`src/hdlc_ovh_consts.vh`:
```
`ifndef HDLC_OVH_CONSTS_VH
`define HDLC_OVH_CONSTS_VH
`define ADR_CTRL 8'h00
`define ADR_THRESH 8'h04
`define ADR_TXDATA 8'h08
`define ADR_STATUS 8'h0C
`define CTRL_START_EN 0
`define CTRL_FILL_ONES 1
`define CTRL_TX_FCS 2
`define CTRL_FCS_ERR 3
`define CTRL_TX_REORD 4
`define CTRL_TX_INV 5
`define CTRL_RX_INV 6
`define CTRL_RX_FCS 7
`define CTRL_RX_REORD 8
`define CTRL_RST 9'h000
`define THRESH_RST 9'h010
`define TXD_END 8
`define ST_EMPTY 0
`define ST_FULL 1
`define ST_SPACE 2
`define ST_OVF 3
`define ST_UNF 4
`define ST_LEVEL 8
`define FLAG_BYTE 8'h7E
`define ABORT_BYTE 8'hFF
`define CRC_PRESET 16'hFFFF
`define CRC_POLY_R 16'h8408
`define CRC_GOOD 16'hF0B8
`define ONES_FILL_MIN 5'd15
`define FLAG_FILL_MIN 5'd2
`define START_LEVEL 2
`define RX_MIN_BITS 5'd16
`endif

```
`src/hdlc_overhead_packet_controller.v`:
```
`timescale 1ns/1ps
`include "hdlc_ovh_consts.vh"
`default_nettype none
module hdlc_overhead_packet_controller #(
   parameter DEPTH = 256,
   parameter AW = 8
) (
   input wire clk_i,
   input wire rst_i,
   input wire wb_cyc_i,
   input wire wb_stb_i,
   input wire wb_we_i,
   input wire [7:0] wb_adr_i,
   input wire [3:0] wb_sel_i,
   input wire [31:0] wb_dat_i,
   output reg [31:0] wb_dat_o,
   output reg wb_ack_o,
   input wire tx_bit_req_i,
   output reg tx_bit_o,
   input wire rx_bit_valid_i,
   input wire rx_bit_i,
   output reg [7:0] rx_buffer_byte_o,
   output reg rx_valid_o,
   output reg rx_start_o,
   output reg rx_end_o,
   output reg rx_abort_o,
   output reg rx_fcs_err_o
);
   localparam [3:0] ST_FILL = 4'b0001;
   localparam [3:0] ST_DATA = 4'b0010;
   localparam [3:0] ST_FCS = 4'b0100;
   localparam [3:0] ST_END = 4'b1000;

   function [7:0] rev8;
      input [7:0] v;
      integer k;
      begin
         for (k = 0; k < 8; k = k + 1)
            rev8[k] = v[7-k];
      end
   endfunction

   function [15:0] crc_step;
      input [15:0] c;
      input b;
      begin
         crc_step = (c >> 1) ^ ((c[0] ^ b) ? `CRC_POLY_R : 16'h0000);
      end
   endfunction

   // Register bus
   reg [8:0] ctrl_reg, thresh_reg;
   reg ovf_reg, unf_reg;
   reg [8:0] mem [0:DEPTH-1];
   reg [AW-1:0] wptr_reg, rptr_reg;
   reg [AW:0] cnt_reg;
   wire req = wb_cyc_i & wb_stb_i & ~wb_ack_o;
   wire wr = req & wb_we_i;
   wire [AW:0] free_cnt = DEPTH[AW:0] - cnt_reg;
   wire tx_empty = (cnt_reg == {(AW+1){1'b0}});
   wire tx_full = (cnt_reg == DEPTH[AW:0]);
   wire push = wr & (wb_adr_i == `ADR_TXDATA) & wb_sel_i[0] & ~tx_full;
   wire ovf_set = wr & (wb_adr_i == `ADR_TXDATA) & wb_sel_i[0] & tx_full;
   wire [15:0] wmask = {{8{wb_sel_i[1]}}, {8{wb_sel_i[0]}}};
   wire [15:0] ctrl_w = ({7'h00, ctrl_reg} & ~wmask) | (wb_dat_i[15:0] & wmask);
   wire [15:0] th_w = ({7'h00, thresh_reg} & ~wmask) | (wb_dat_i[15:0] & wmask);
   reg [31:0] rd_data;

   // Transmit processor
   reg [3:0] st_reg, st_next;
   reg [15:0] sh_reg, crc_reg, u_sh;
   reg [4:0] nb_reg, fcnt_reg, fcnt_next, u_nb;
   reg [2:0] ones_reg;
   reg stf_reg, u_stf, u_crc, pop_c, unf_c, preset_c;
   wire fill_ones = ctrl_reg[`CTRL_FILL_ONES];
   wire can_start = (cnt_reg >= `START_LEVEL) & ctrl_reg[`CTRL_START_EN];
   wire [4:0] fill_min = fill_ones ? `ONES_FILL_MIN : `FLAG_FILL_MIN;
   wire go = can_start & (fcnt_reg >= fill_min);
   wire stuff_now = stf_reg & (ones_reg == 3'd5);
   wire take = tx_bit_req_i & ~stuff_now;
   wire pop = take & pop_c;
   wire [8:0] head = mem[rptr_reg];
   wire [7:0] head_ord = ctrl_reg[`CTRL_TX_REORD] ? rev8(head[7:0]) : head[7:0];
   wire tbit = u_sh[0];
   wire unf_set = take & unf_c;

   always @* begin
      u_sh = sh_reg;
      u_nb = nb_reg;
      u_stf = stf_reg;
      // Last data byte still shifts out while the state already reads ST_FCS
      u_crc = stf_reg & (st_reg != ST_END);
      st_next = st_reg;
      fcnt_next = fcnt_reg;
      pop_c = 1'b0;
      unf_c = 1'b0;
      preset_c = 1'b0;
      if (nb_reg == 5'd0) begin
         u_nb = 5'd8;
         u_stf = 1'b0;
         u_crc = 1'b0;
         u_sh = {8'h00, `FLAG_BYTE};
         case (st_reg)
            ST_FILL: begin
               if (go) begin
                  preset_c = 1'b1;
                  st_next = ST_DATA;
               end else begin
                  if (fill_ones) begin
                     u_nb = 5'd1;
                     u_sh = 16'h0001;
                  end
                  if (fcnt_reg != 5'h1F)
                     fcnt_next = fcnt_reg + 5'd1;
               end
            end
            ST_DATA: begin
               if (tx_empty) begin
                  unf_c = 1'b1;
                  u_sh = {8'h00, `ABORT_BYTE};
                  st_next = ST_FILL;
                  fcnt_next = 5'd0;
               end else begin
                  pop_c = 1'b1;
                  u_sh = {8'h00, head_ord};
                  u_stf = 1'b1;
                  u_crc = 1'b1;
                  if (head[`TXD_END])
                     st_next = ctrl_reg[`CTRL_TX_FCS] ? ST_FCS : ST_END;
               end
            end
            ST_FCS: begin
               u_nb = 5'd16;
               u_stf = 1'b1;
               u_sh = ctrl_reg[`CTRL_FCS_ERR] ? crc_reg : ~crc_reg;
               st_next = ST_END;
            end
            ST_END: begin
               st_next = ST_FILL;
               // End flag counts as first fill flag when filling with flags (ones fill restarts at zero); back-to-back gives two flags
               if (can_start)
                  fcnt_next = 5'h1F;
               else
                  fcnt_next = fill_ones ? 5'd0 : 5'd1;
            end
            default: st_next = ST_FILL;
         endcase
      end
   end

   always @(posedge clk_i) begin
      if (rst_i) begin
         st_reg <= ST_FILL;
         sh_reg <= 16'h0000;
         nb_reg <= 5'd0;
         stf_reg <= 1'b0;
         ones_reg <= 3'd0;
         fcnt_reg <= 5'h1F;
         crc_reg <= `CRC_PRESET;
         tx_bit_o <= 1'b1;
      end else if (tx_bit_req_i) begin
         if (stuff_now) begin
            tx_bit_o <= ctrl_reg[`CTRL_TX_INV];
            ones_reg <= 3'd0;
         end else begin
            tx_bit_o <= tbit ^ ctrl_reg[`CTRL_TX_INV];
            sh_reg <= u_sh >> 1;
            nb_reg <= u_nb - 5'd1;
            stf_reg <= u_stf;
            st_reg <= st_next;
            fcnt_reg <= fcnt_next;
            ones_reg <= (u_stf & tbit) ? ones_reg + 3'd1 : 3'd0;
            if (preset_c)
               crc_reg <= `CRC_PRESET;
            else if (u_crc)
               crc_reg <= crc_step(crc_reg, tbit);
         end
      end
   end

   always @* begin
      rd_data = 32'h00000000;
      if (wb_adr_i == `ADR_CTRL)
         rd_data[8:0] = ctrl_reg;
      else if (wb_adr_i == `ADR_THRESH)
         rd_data[8:0] = thresh_reg;
      else if (wb_adr_i == `ADR_STATUS) begin
         rd_data[`ST_EMPTY] = tx_empty;
         rd_data[`ST_FULL] = tx_full;
         rd_data[`ST_SPACE] = (free_cnt >= thresh_reg);
         rd_data[`ST_OVF] = ovf_reg;
         rd_data[`ST_UNF] = unf_reg;
         rd_data[`ST_LEVEL+AW:`ST_LEVEL] = cnt_reg;
      end
   end

   always @(posedge clk_i) begin
      if (rst_i) begin
         wb_ack_o <= 1'b0;
         wb_dat_o <= 32'h00000000;
         ctrl_reg <= `CTRL_RST;
         thresh_reg <= `THRESH_RST;
         ovf_reg <= 1'b0;
         unf_reg <= 1'b0;
         wptr_reg <= {AW{1'b0}};
         rptr_reg <= {AW{1'b0}};
         cnt_reg <= {(AW+1){1'b0}};
      end else begin
         wb_ack_o <= req;
         if (req & ~wb_we_i)
            wb_dat_o <= rd_data;
         if (wr & (wb_adr_i == `ADR_CTRL))
            ctrl_reg <= ctrl_w[8:0];
         if (wr & (wb_adr_i == `ADR_THRESH))
            thresh_reg <= th_w[8:0];
         // Write one clears; a new event in the same cycle wins
         if (ovf_set)
            ovf_reg <= 1'b1;
         else if (wr & (wb_adr_i == `ADR_STATUS) & wb_sel_i[0] & wb_dat_i[`ST_OVF])
            ovf_reg <= 1'b0;
         if (unf_set)
            unf_reg <= 1'b1;
         else if (wr & (wb_adr_i == `ADR_STATUS) & wb_sel_i[0] & wb_dat_i[`ST_UNF])
            unf_reg <= 1'b0;
         if (push) begin
            mem[wptr_reg] <= {wb_dat_i[`TXD_END] & wb_sel_i[1], wb_dat_i[7:0]};
            wptr_reg <= wptr_reg + {{(AW-1){1'b0}}, 1'b1};
         end
         if (pop)
            rptr_reg <= rptr_reg + {{(AW-1){1'b0}}, 1'b1};
         if (push & ~pop)
            cnt_reg <= cnt_reg + {{AW{1'b0}}, 1'b1};
         else if (pop & ~push)
            cnt_reg <= cnt_reg - {{AW{1'b0}}, 1'b1};
      end
   end

   // Receive processor; data runs seven bits behind the flag hunter,
   // so the last data bit is taken just before a closing flag completes
   reg [7:0] hist_reg, sr_reg, d0_reg, d1_reg, d2_reg;
   reg [3:0] hn_reg;
   reg [2:0] rones_reg, dones_reg, bc_reg, dv_reg;
   reg inp_reg, started_reg;
   reg [4:0] pbits_reg;
   reg [15:0] rcrc_reg;
   wire rb = rx_bit_i ^ ctrl_reg[`CTRL_RX_INV];
   wire [7:0] hist_n = {hist_reg[6:0], rb};
   wire db = hist_reg[6];
   wire rx_fcs = ctrl_reg[`CTRL_RX_FCS];
   wire [7:0] slot = rx_fcs ? d2_reg : d0_reg;
   wire slotv = rx_fcs ? dv_reg[2] : dv_reg[0];
   wire [7:0] nbyte = {db, sr_reg[7:1]};
   wire [7:0] nbyte_ord = ctrl_reg[`CTRL_RX_REORD] ? rev8(nbyte) : nbyte;

   always @(posedge clk_i) begin
      if (rst_i) begin
         hist_reg <= 8'h00;
         hn_reg <= 4'd0;
         rones_reg <= 3'd0;
         dones_reg <= 3'd0;
         inp_reg <= 1'b0;
         started_reg <= 1'b0;
         bc_reg <= 3'd0;
         sr_reg <= 8'h00;
         pbits_reg <= 5'd0;
         rcrc_reg <= `CRC_PRESET;
         d0_reg <= 8'h00;
         d1_reg <= 8'h00;
         d2_reg <= 8'h00;
         dv_reg <= 3'b000;
         rx_buffer_byte_o <= 8'h00;
         rx_valid_o <= 1'b0;
         rx_start_o <= 1'b0;
         rx_end_o <= 1'b0;
         rx_abort_o <= 1'b0;
         rx_fcs_err_o <= 1'b0;
      end else begin
         rx_valid_o <= 1'b0;
         if (rx_bit_valid_i) begin
            hist_reg <= hist_n;
            hn_reg <= (hn_reg == 4'd8) ? hn_reg : hn_reg + 4'd1;
            rones_reg <= rb ? ((rones_reg == 3'd7) ? rones_reg : rones_reg + 3'd1) : 3'd0;
            if (hist_n == `FLAG_BYTE) begin
               if (inp_reg & (pbits_reg >= `RX_MIN_BITS)) begin
                  rx_valid_o <= 1'b1;
                  rx_start_o <= ~started_reg;
                  rx_end_o <= 1'b1;
                  rx_buffer_byte_o <= slot;
                  rx_abort_o <= (bc_reg != 3'd0) | ~slotv;
                  rx_fcs_err_o <= rx_fcs & (rcrc_reg != `CRC_GOOD);
               end
               inp_reg <= 1'b1;
               hn_reg <= 4'd0;
               bc_reg <= 3'd0;
               pbits_reg <= 5'd0;
               dones_reg <= 3'd0;
               started_reg <= 1'b0;
               dv_reg <= 3'b000;
               rcrc_reg <= `CRC_PRESET;
            end else if (inp_reg & rb & (rones_reg == 3'd6)) begin
               inp_reg <= 1'b0;
               if (started_reg) begin
                  rx_valid_o <= 1'b1;
                  rx_start_o <= 1'b0;
                  rx_end_o <= 1'b1;
                  rx_abort_o <= 1'b1;
                  rx_fcs_err_o <= 1'b0;
                  rx_buffer_byte_o <= 8'h00;
               end
            end else if (inp_reg & (hn_reg >= 4'd7)) begin
               if ((dones_reg == 3'd5) & ~db)
                  dones_reg <= 3'd0;
               else begin
                  dones_reg <= db ? ((dones_reg == 3'd5) ? dones_reg : dones_reg + 3'd1) : 3'd0;
                  sr_reg <= nbyte;
                  bc_reg <= bc_reg + 3'd1;
                  rcrc_reg <= crc_step(rcrc_reg, db);
                  if (pbits_reg != 5'h1F)
                     pbits_reg <= pbits_reg + 5'd1;
                  if (bc_reg == 3'd7) begin
                     if (slotv) begin
                        rx_valid_o <= 1'b1;
                        rx_start_o <= ~started_reg;
                        rx_end_o <= 1'b0;
                        rx_abort_o <= 1'b0;
                        rx_fcs_err_o <= 1'b0;
                        rx_buffer_byte_o <= slot;
                        started_reg <= 1'b1;
                     end
                     d0_reg <= nbyte_ord;
                     d1_reg <= d0_reg;
                     d2_reg <= d1_reg;
                     dv_reg <= {dv_reg[1:0], 1'b1};
                  end
               end
            end
         end
      end
   end
endmodule // hdlc_overhead_packet_controller
`default_nettype wire

```
`config.mk`:
```
export PLATFORM = sky130hd
export DESIGN_NAME = hdlc_overhead_packet_controller
export DESIGN_NICKNAME = d
export VERILOG_FILES = /design/src/hdlc_overhead_packet_controller.v
export VERILOG_INCLUDE_DIRS = /design/src
export SDC_FILE = /design/constraint.sdc
export NUM_CORES = 2
export LEC_CHECK = 0
export ABC_AREA = 1
export BUFFER_PORTS_ARGS = -buffer_cell sky130_fd_sc_hd__buf_2
export CAP_MARGIN = 20
export CORE_ASPECT_RATIO = 1.2
export CORE_UTILIZATION = 45
export CTS_CLUSTER_DIAMETER = 80
export CTS_CLUSTER_SIZE = 12
export DETAILED_ROUTE_END_ITERATION = 7
export PLACE_DENSITY = 0.63
export SYNTH_ARGS = -nofsm -noshare
export SYNTH_HDL_FRONTEND = slang
export SYNTH_SLANG_ARGS = --single-unit
```
`constraint.sdc`:
```
create_clock -name clk_i -period 5.9 [get_ports clk_i]
set_input_delay 1.475 -clock clk_i [delete_from_list [all_inputs] [get_ports clk_i]]
set_output_delay 1.475 -clock clk_i [all_outputs]
set_load 0.02 [all_outputs]
```
==> results_dict.tcl <==
set metrics [dict create \
    synthCells 8663 \
    dp_worst_setup_slack_ns 0.6603 \
    core_mm2 0.2256 \
    place_area_mm2 0.1051 \
    status "complete, but fails checks" \
    violations "DRC" \
    track_usage_pct 23.35 \
    fin_nets 8630 \
    dr.pass1.iters 8 \
    syn_area_per_cell_um2 11.79 \
    grt_pass1_vias 65110 \
    regMostFlops "mem" \
    drv_slew 0 \
    fin_ws_ns 1.390 \
    hold_viol 0 \
    grt_max_degree 203 \
    cts_setup_buffers 0 \
    start_util_pct 45.29 \
    synth_edf_count 2304 \
    critical_path_arrival_ns 5.27 \
    required_ns 6.66 \
    synth-seq-cells 2515 \
    cts_buffers 236 \
    die_x_um 437.0 \
    yosysMostFrequentCell "edfxtp_1" \
    met2_length_um 131200 \
    overflow 0 \
    synth_area_mm2 0.1022 \
    dr.max_layer_used "met5" \
    hold_buffers 0 \
    fmax_mhz 221.7 \
    setup_viol 0 \
    start_kind "register" \
    routed_wl_um 273800 \
    gp_congestion 0.9297 \
    synth_ff_type "edfxtp_1" \
    wl_met3_um 21960 \
    grt_first_pass_wirelength_um 407900 \
    die_area_mm2 0.2290 \
    wl_per_cell_um 23.66 \
    synth_area_leaders "edfxtp_1, nand3_1, o21ai_0, nor2_1, nand2_1" \
    tightest_slew_ns 1.088 \
    numPortBuffers 58 \
    die_y_um 524.0 \
    yosys_warnings 0 \
    max_stage_delay_ns 0.42 \
    io_pins 99 \
    antenna_found_initial 5 \
    dp_cells 11280 \
    via_per_inst 5.845 \
    final_cells 11570 \
    fin_crit_sh_pct 76.44 \
    largestRegisters "mem (2304), wb_dat_o (17)" \
    vias 67640 \
    maxCapViolCount 0 \
    syn2layout_area_growth_pct 8.911 \
    path_class "register to register" \
    dp_hpwl_um 158000 \
    drc 12 \
    crit_path_max_fanout 8 \
    hp-class "register to register" \
    cts_max_level 4 \
    largest_reg_flops 2304 \
    final_cell_area_mm2 0.1113 \
    rsz0062_at_grt "no" \
    yosysUniqueCellTypes 54 \
    crit_path_end_kind "register" \
    finalPower_w 0.03331 \
    cts.path.max_buffers 4 \
    tns_ns 0 \
    drt_iter0_drc 7642 \
    rows 191 \
    power.density_mw_per_mm2 299.4 \
    postRouteAntennaNets 0 \
    ir_drop_v 0.0002315 \
    clock-sinks 2515 \
    cp_slowest_cell "dfxtp_1" \
    clk_latency_ns 0.90 \
    finalClockSkew_ns 0.04276 \
    yosysTopAreaCellShare_pct 67.71 \
    synth_top_cell_by_area "edfxtp_1" \
    drive_above_1_share_pct 6.052 \
    cts-resized-gates 0 \
    cts.root.buffer_cell "clkbuf_16" \
    cts_tree "yes" \
    p_leak_nw 36.97 \
    fill_cells 19670 \
    async_reset_ff_share_pct 0 \
    synth_commonest_cells "edfxtp_1, nor2_1, nand2_1" \
    yosysSeqAreaShare_pct 71.84 \
    max-slew-margin-rel_pct 27.47 \
    wirelength_met1_um 109400 \
    period_minus_slack_ns 4.510 \
    clk_pin_slew_ns 0.06 \
]
-- area by class of cell --
cell class	count	area (um^2)	share of cell area [%]
Sequential cell	2515	73430	65.98
Multi-Input combinational cell	5358	25100	22.55
Clock buffer	275	6073	5.457
Tap cell	2991	3742	3.363
Timing Repair Buffer	222	2054	1.846
Inverter	198	778.2	0.6993
Clock inverter	8	92.59	0.08320
Antenna cell	6	15.01	0.01349
-- placed cells by master (no fill, tap or decap), drive strengths merged, types with 2 or more instances in the layout --
| cell type | n |
|---|---|
| a211o | 2 |
| a211oi | 6 |
| a21oi | 176 |
| a22oi | 2 |
| a31oi | 13 |
| and2 | 2 |
| buf | 222 |
| clkbuf | 275 |
| clkinv | 9 |
| conb | 15 |
| dfxtp | 211 |
| diode | 6 |
| edfxtp | 2304 |
| ha | 46 |
| inv | 197 |
| nand2 | 1208 |
| nand3 | 1044 |
| nand4 | 8 |
| nor2 | 1230 |
| nor3 | 35 |
| nor3b | 2 |
| nor4 | 8 |
| o211ai | 20 |
| o21a | 6 |
| o21ai | 1042 |
| o221ai | 5 |
| o22ai | 442 |
| or2 | 5 |
| xnor2 | 14 |
| xor2 | 17 |
-- power by group --
| group | internal (W) | switching [W] | leakage [nW] |
|---|---|---|---|
| sequential | 0.0194 | 0.0000186 | 22.2 |
| clock | 0.00713 | 0.00618 | 3.01 |
| combinational | 0.0000860 | 0.000444 | 11.7 |
| total | 0.0267 | 0.00665 | 37.0 |
-- final timing paths --
check                 startpoint                   to  slack [ns]  depth (start not counted)
min          rx_buffer_byte_o[1]  rx_buffer_byte_o[1]        0.46                          2
min reg2reg  rx_buffer_byte_o[1]  rx_buffer_byte_o[1]        0.46                          2
max                   cnt_reg[0]           cnt_reg[8]        1.39                         25
max reg2reg           cnt_reg[0]           cnt_reg[8]        1.39                         25
-- metrics by stage --
stage                     util [%]  hold WS [ns]
after floorplan                  -        0.4358
after global placement       46.59        0.4467
after detailed placement     46.59        0.4553
after CTS                    49.32        0.4648
after global routing         49.32        0.4770
final                        49.33        0.4635
-- per-layer routing --
layer / track usage, % / up-vias
met2: 38.64 / 3036
li1: - / 30810
met3: 3.453 / 524
met1: 30.97 / 33270
met5: 0 / -
met4: 9.384 / 4
-- worst max-delay path: cells and delay by family, from the launching register on --
family                     cells  cell delay (ns)
DFF                            1             0.42
buffers and inverters          5             0.79
adders and majority gates      4             1.10
AOI/OAI and AO/OA              9             1.23
and+or+nand+nor                7             0.86
-- kinds of logic (layout without fill, tap and decap cells) --
| kind of cell | Yosys count | in the layout | share of synthesized area, % |
|---|---|---|---|
| AOI/OAI and AO/OA | 1722 | 1722 | 9.141 |
| other | 1 | 21 | 0.003670 |
| muxes | 1 | 1 | 0.009797 |
| xor gates and xnor gates | 31 | 31 | 0.2657 |
| buffers and inverters | 804 | 703 | 3.709 |
| adders and majority gates | 47 | 47 | 0.5829 |
| and+or+nand+nor | 3542 | 3542 | 14.44 |
| DFF | 2515 | 2515 | 71.84 |
Note: power is estimated with default switching activity, not from simulation.
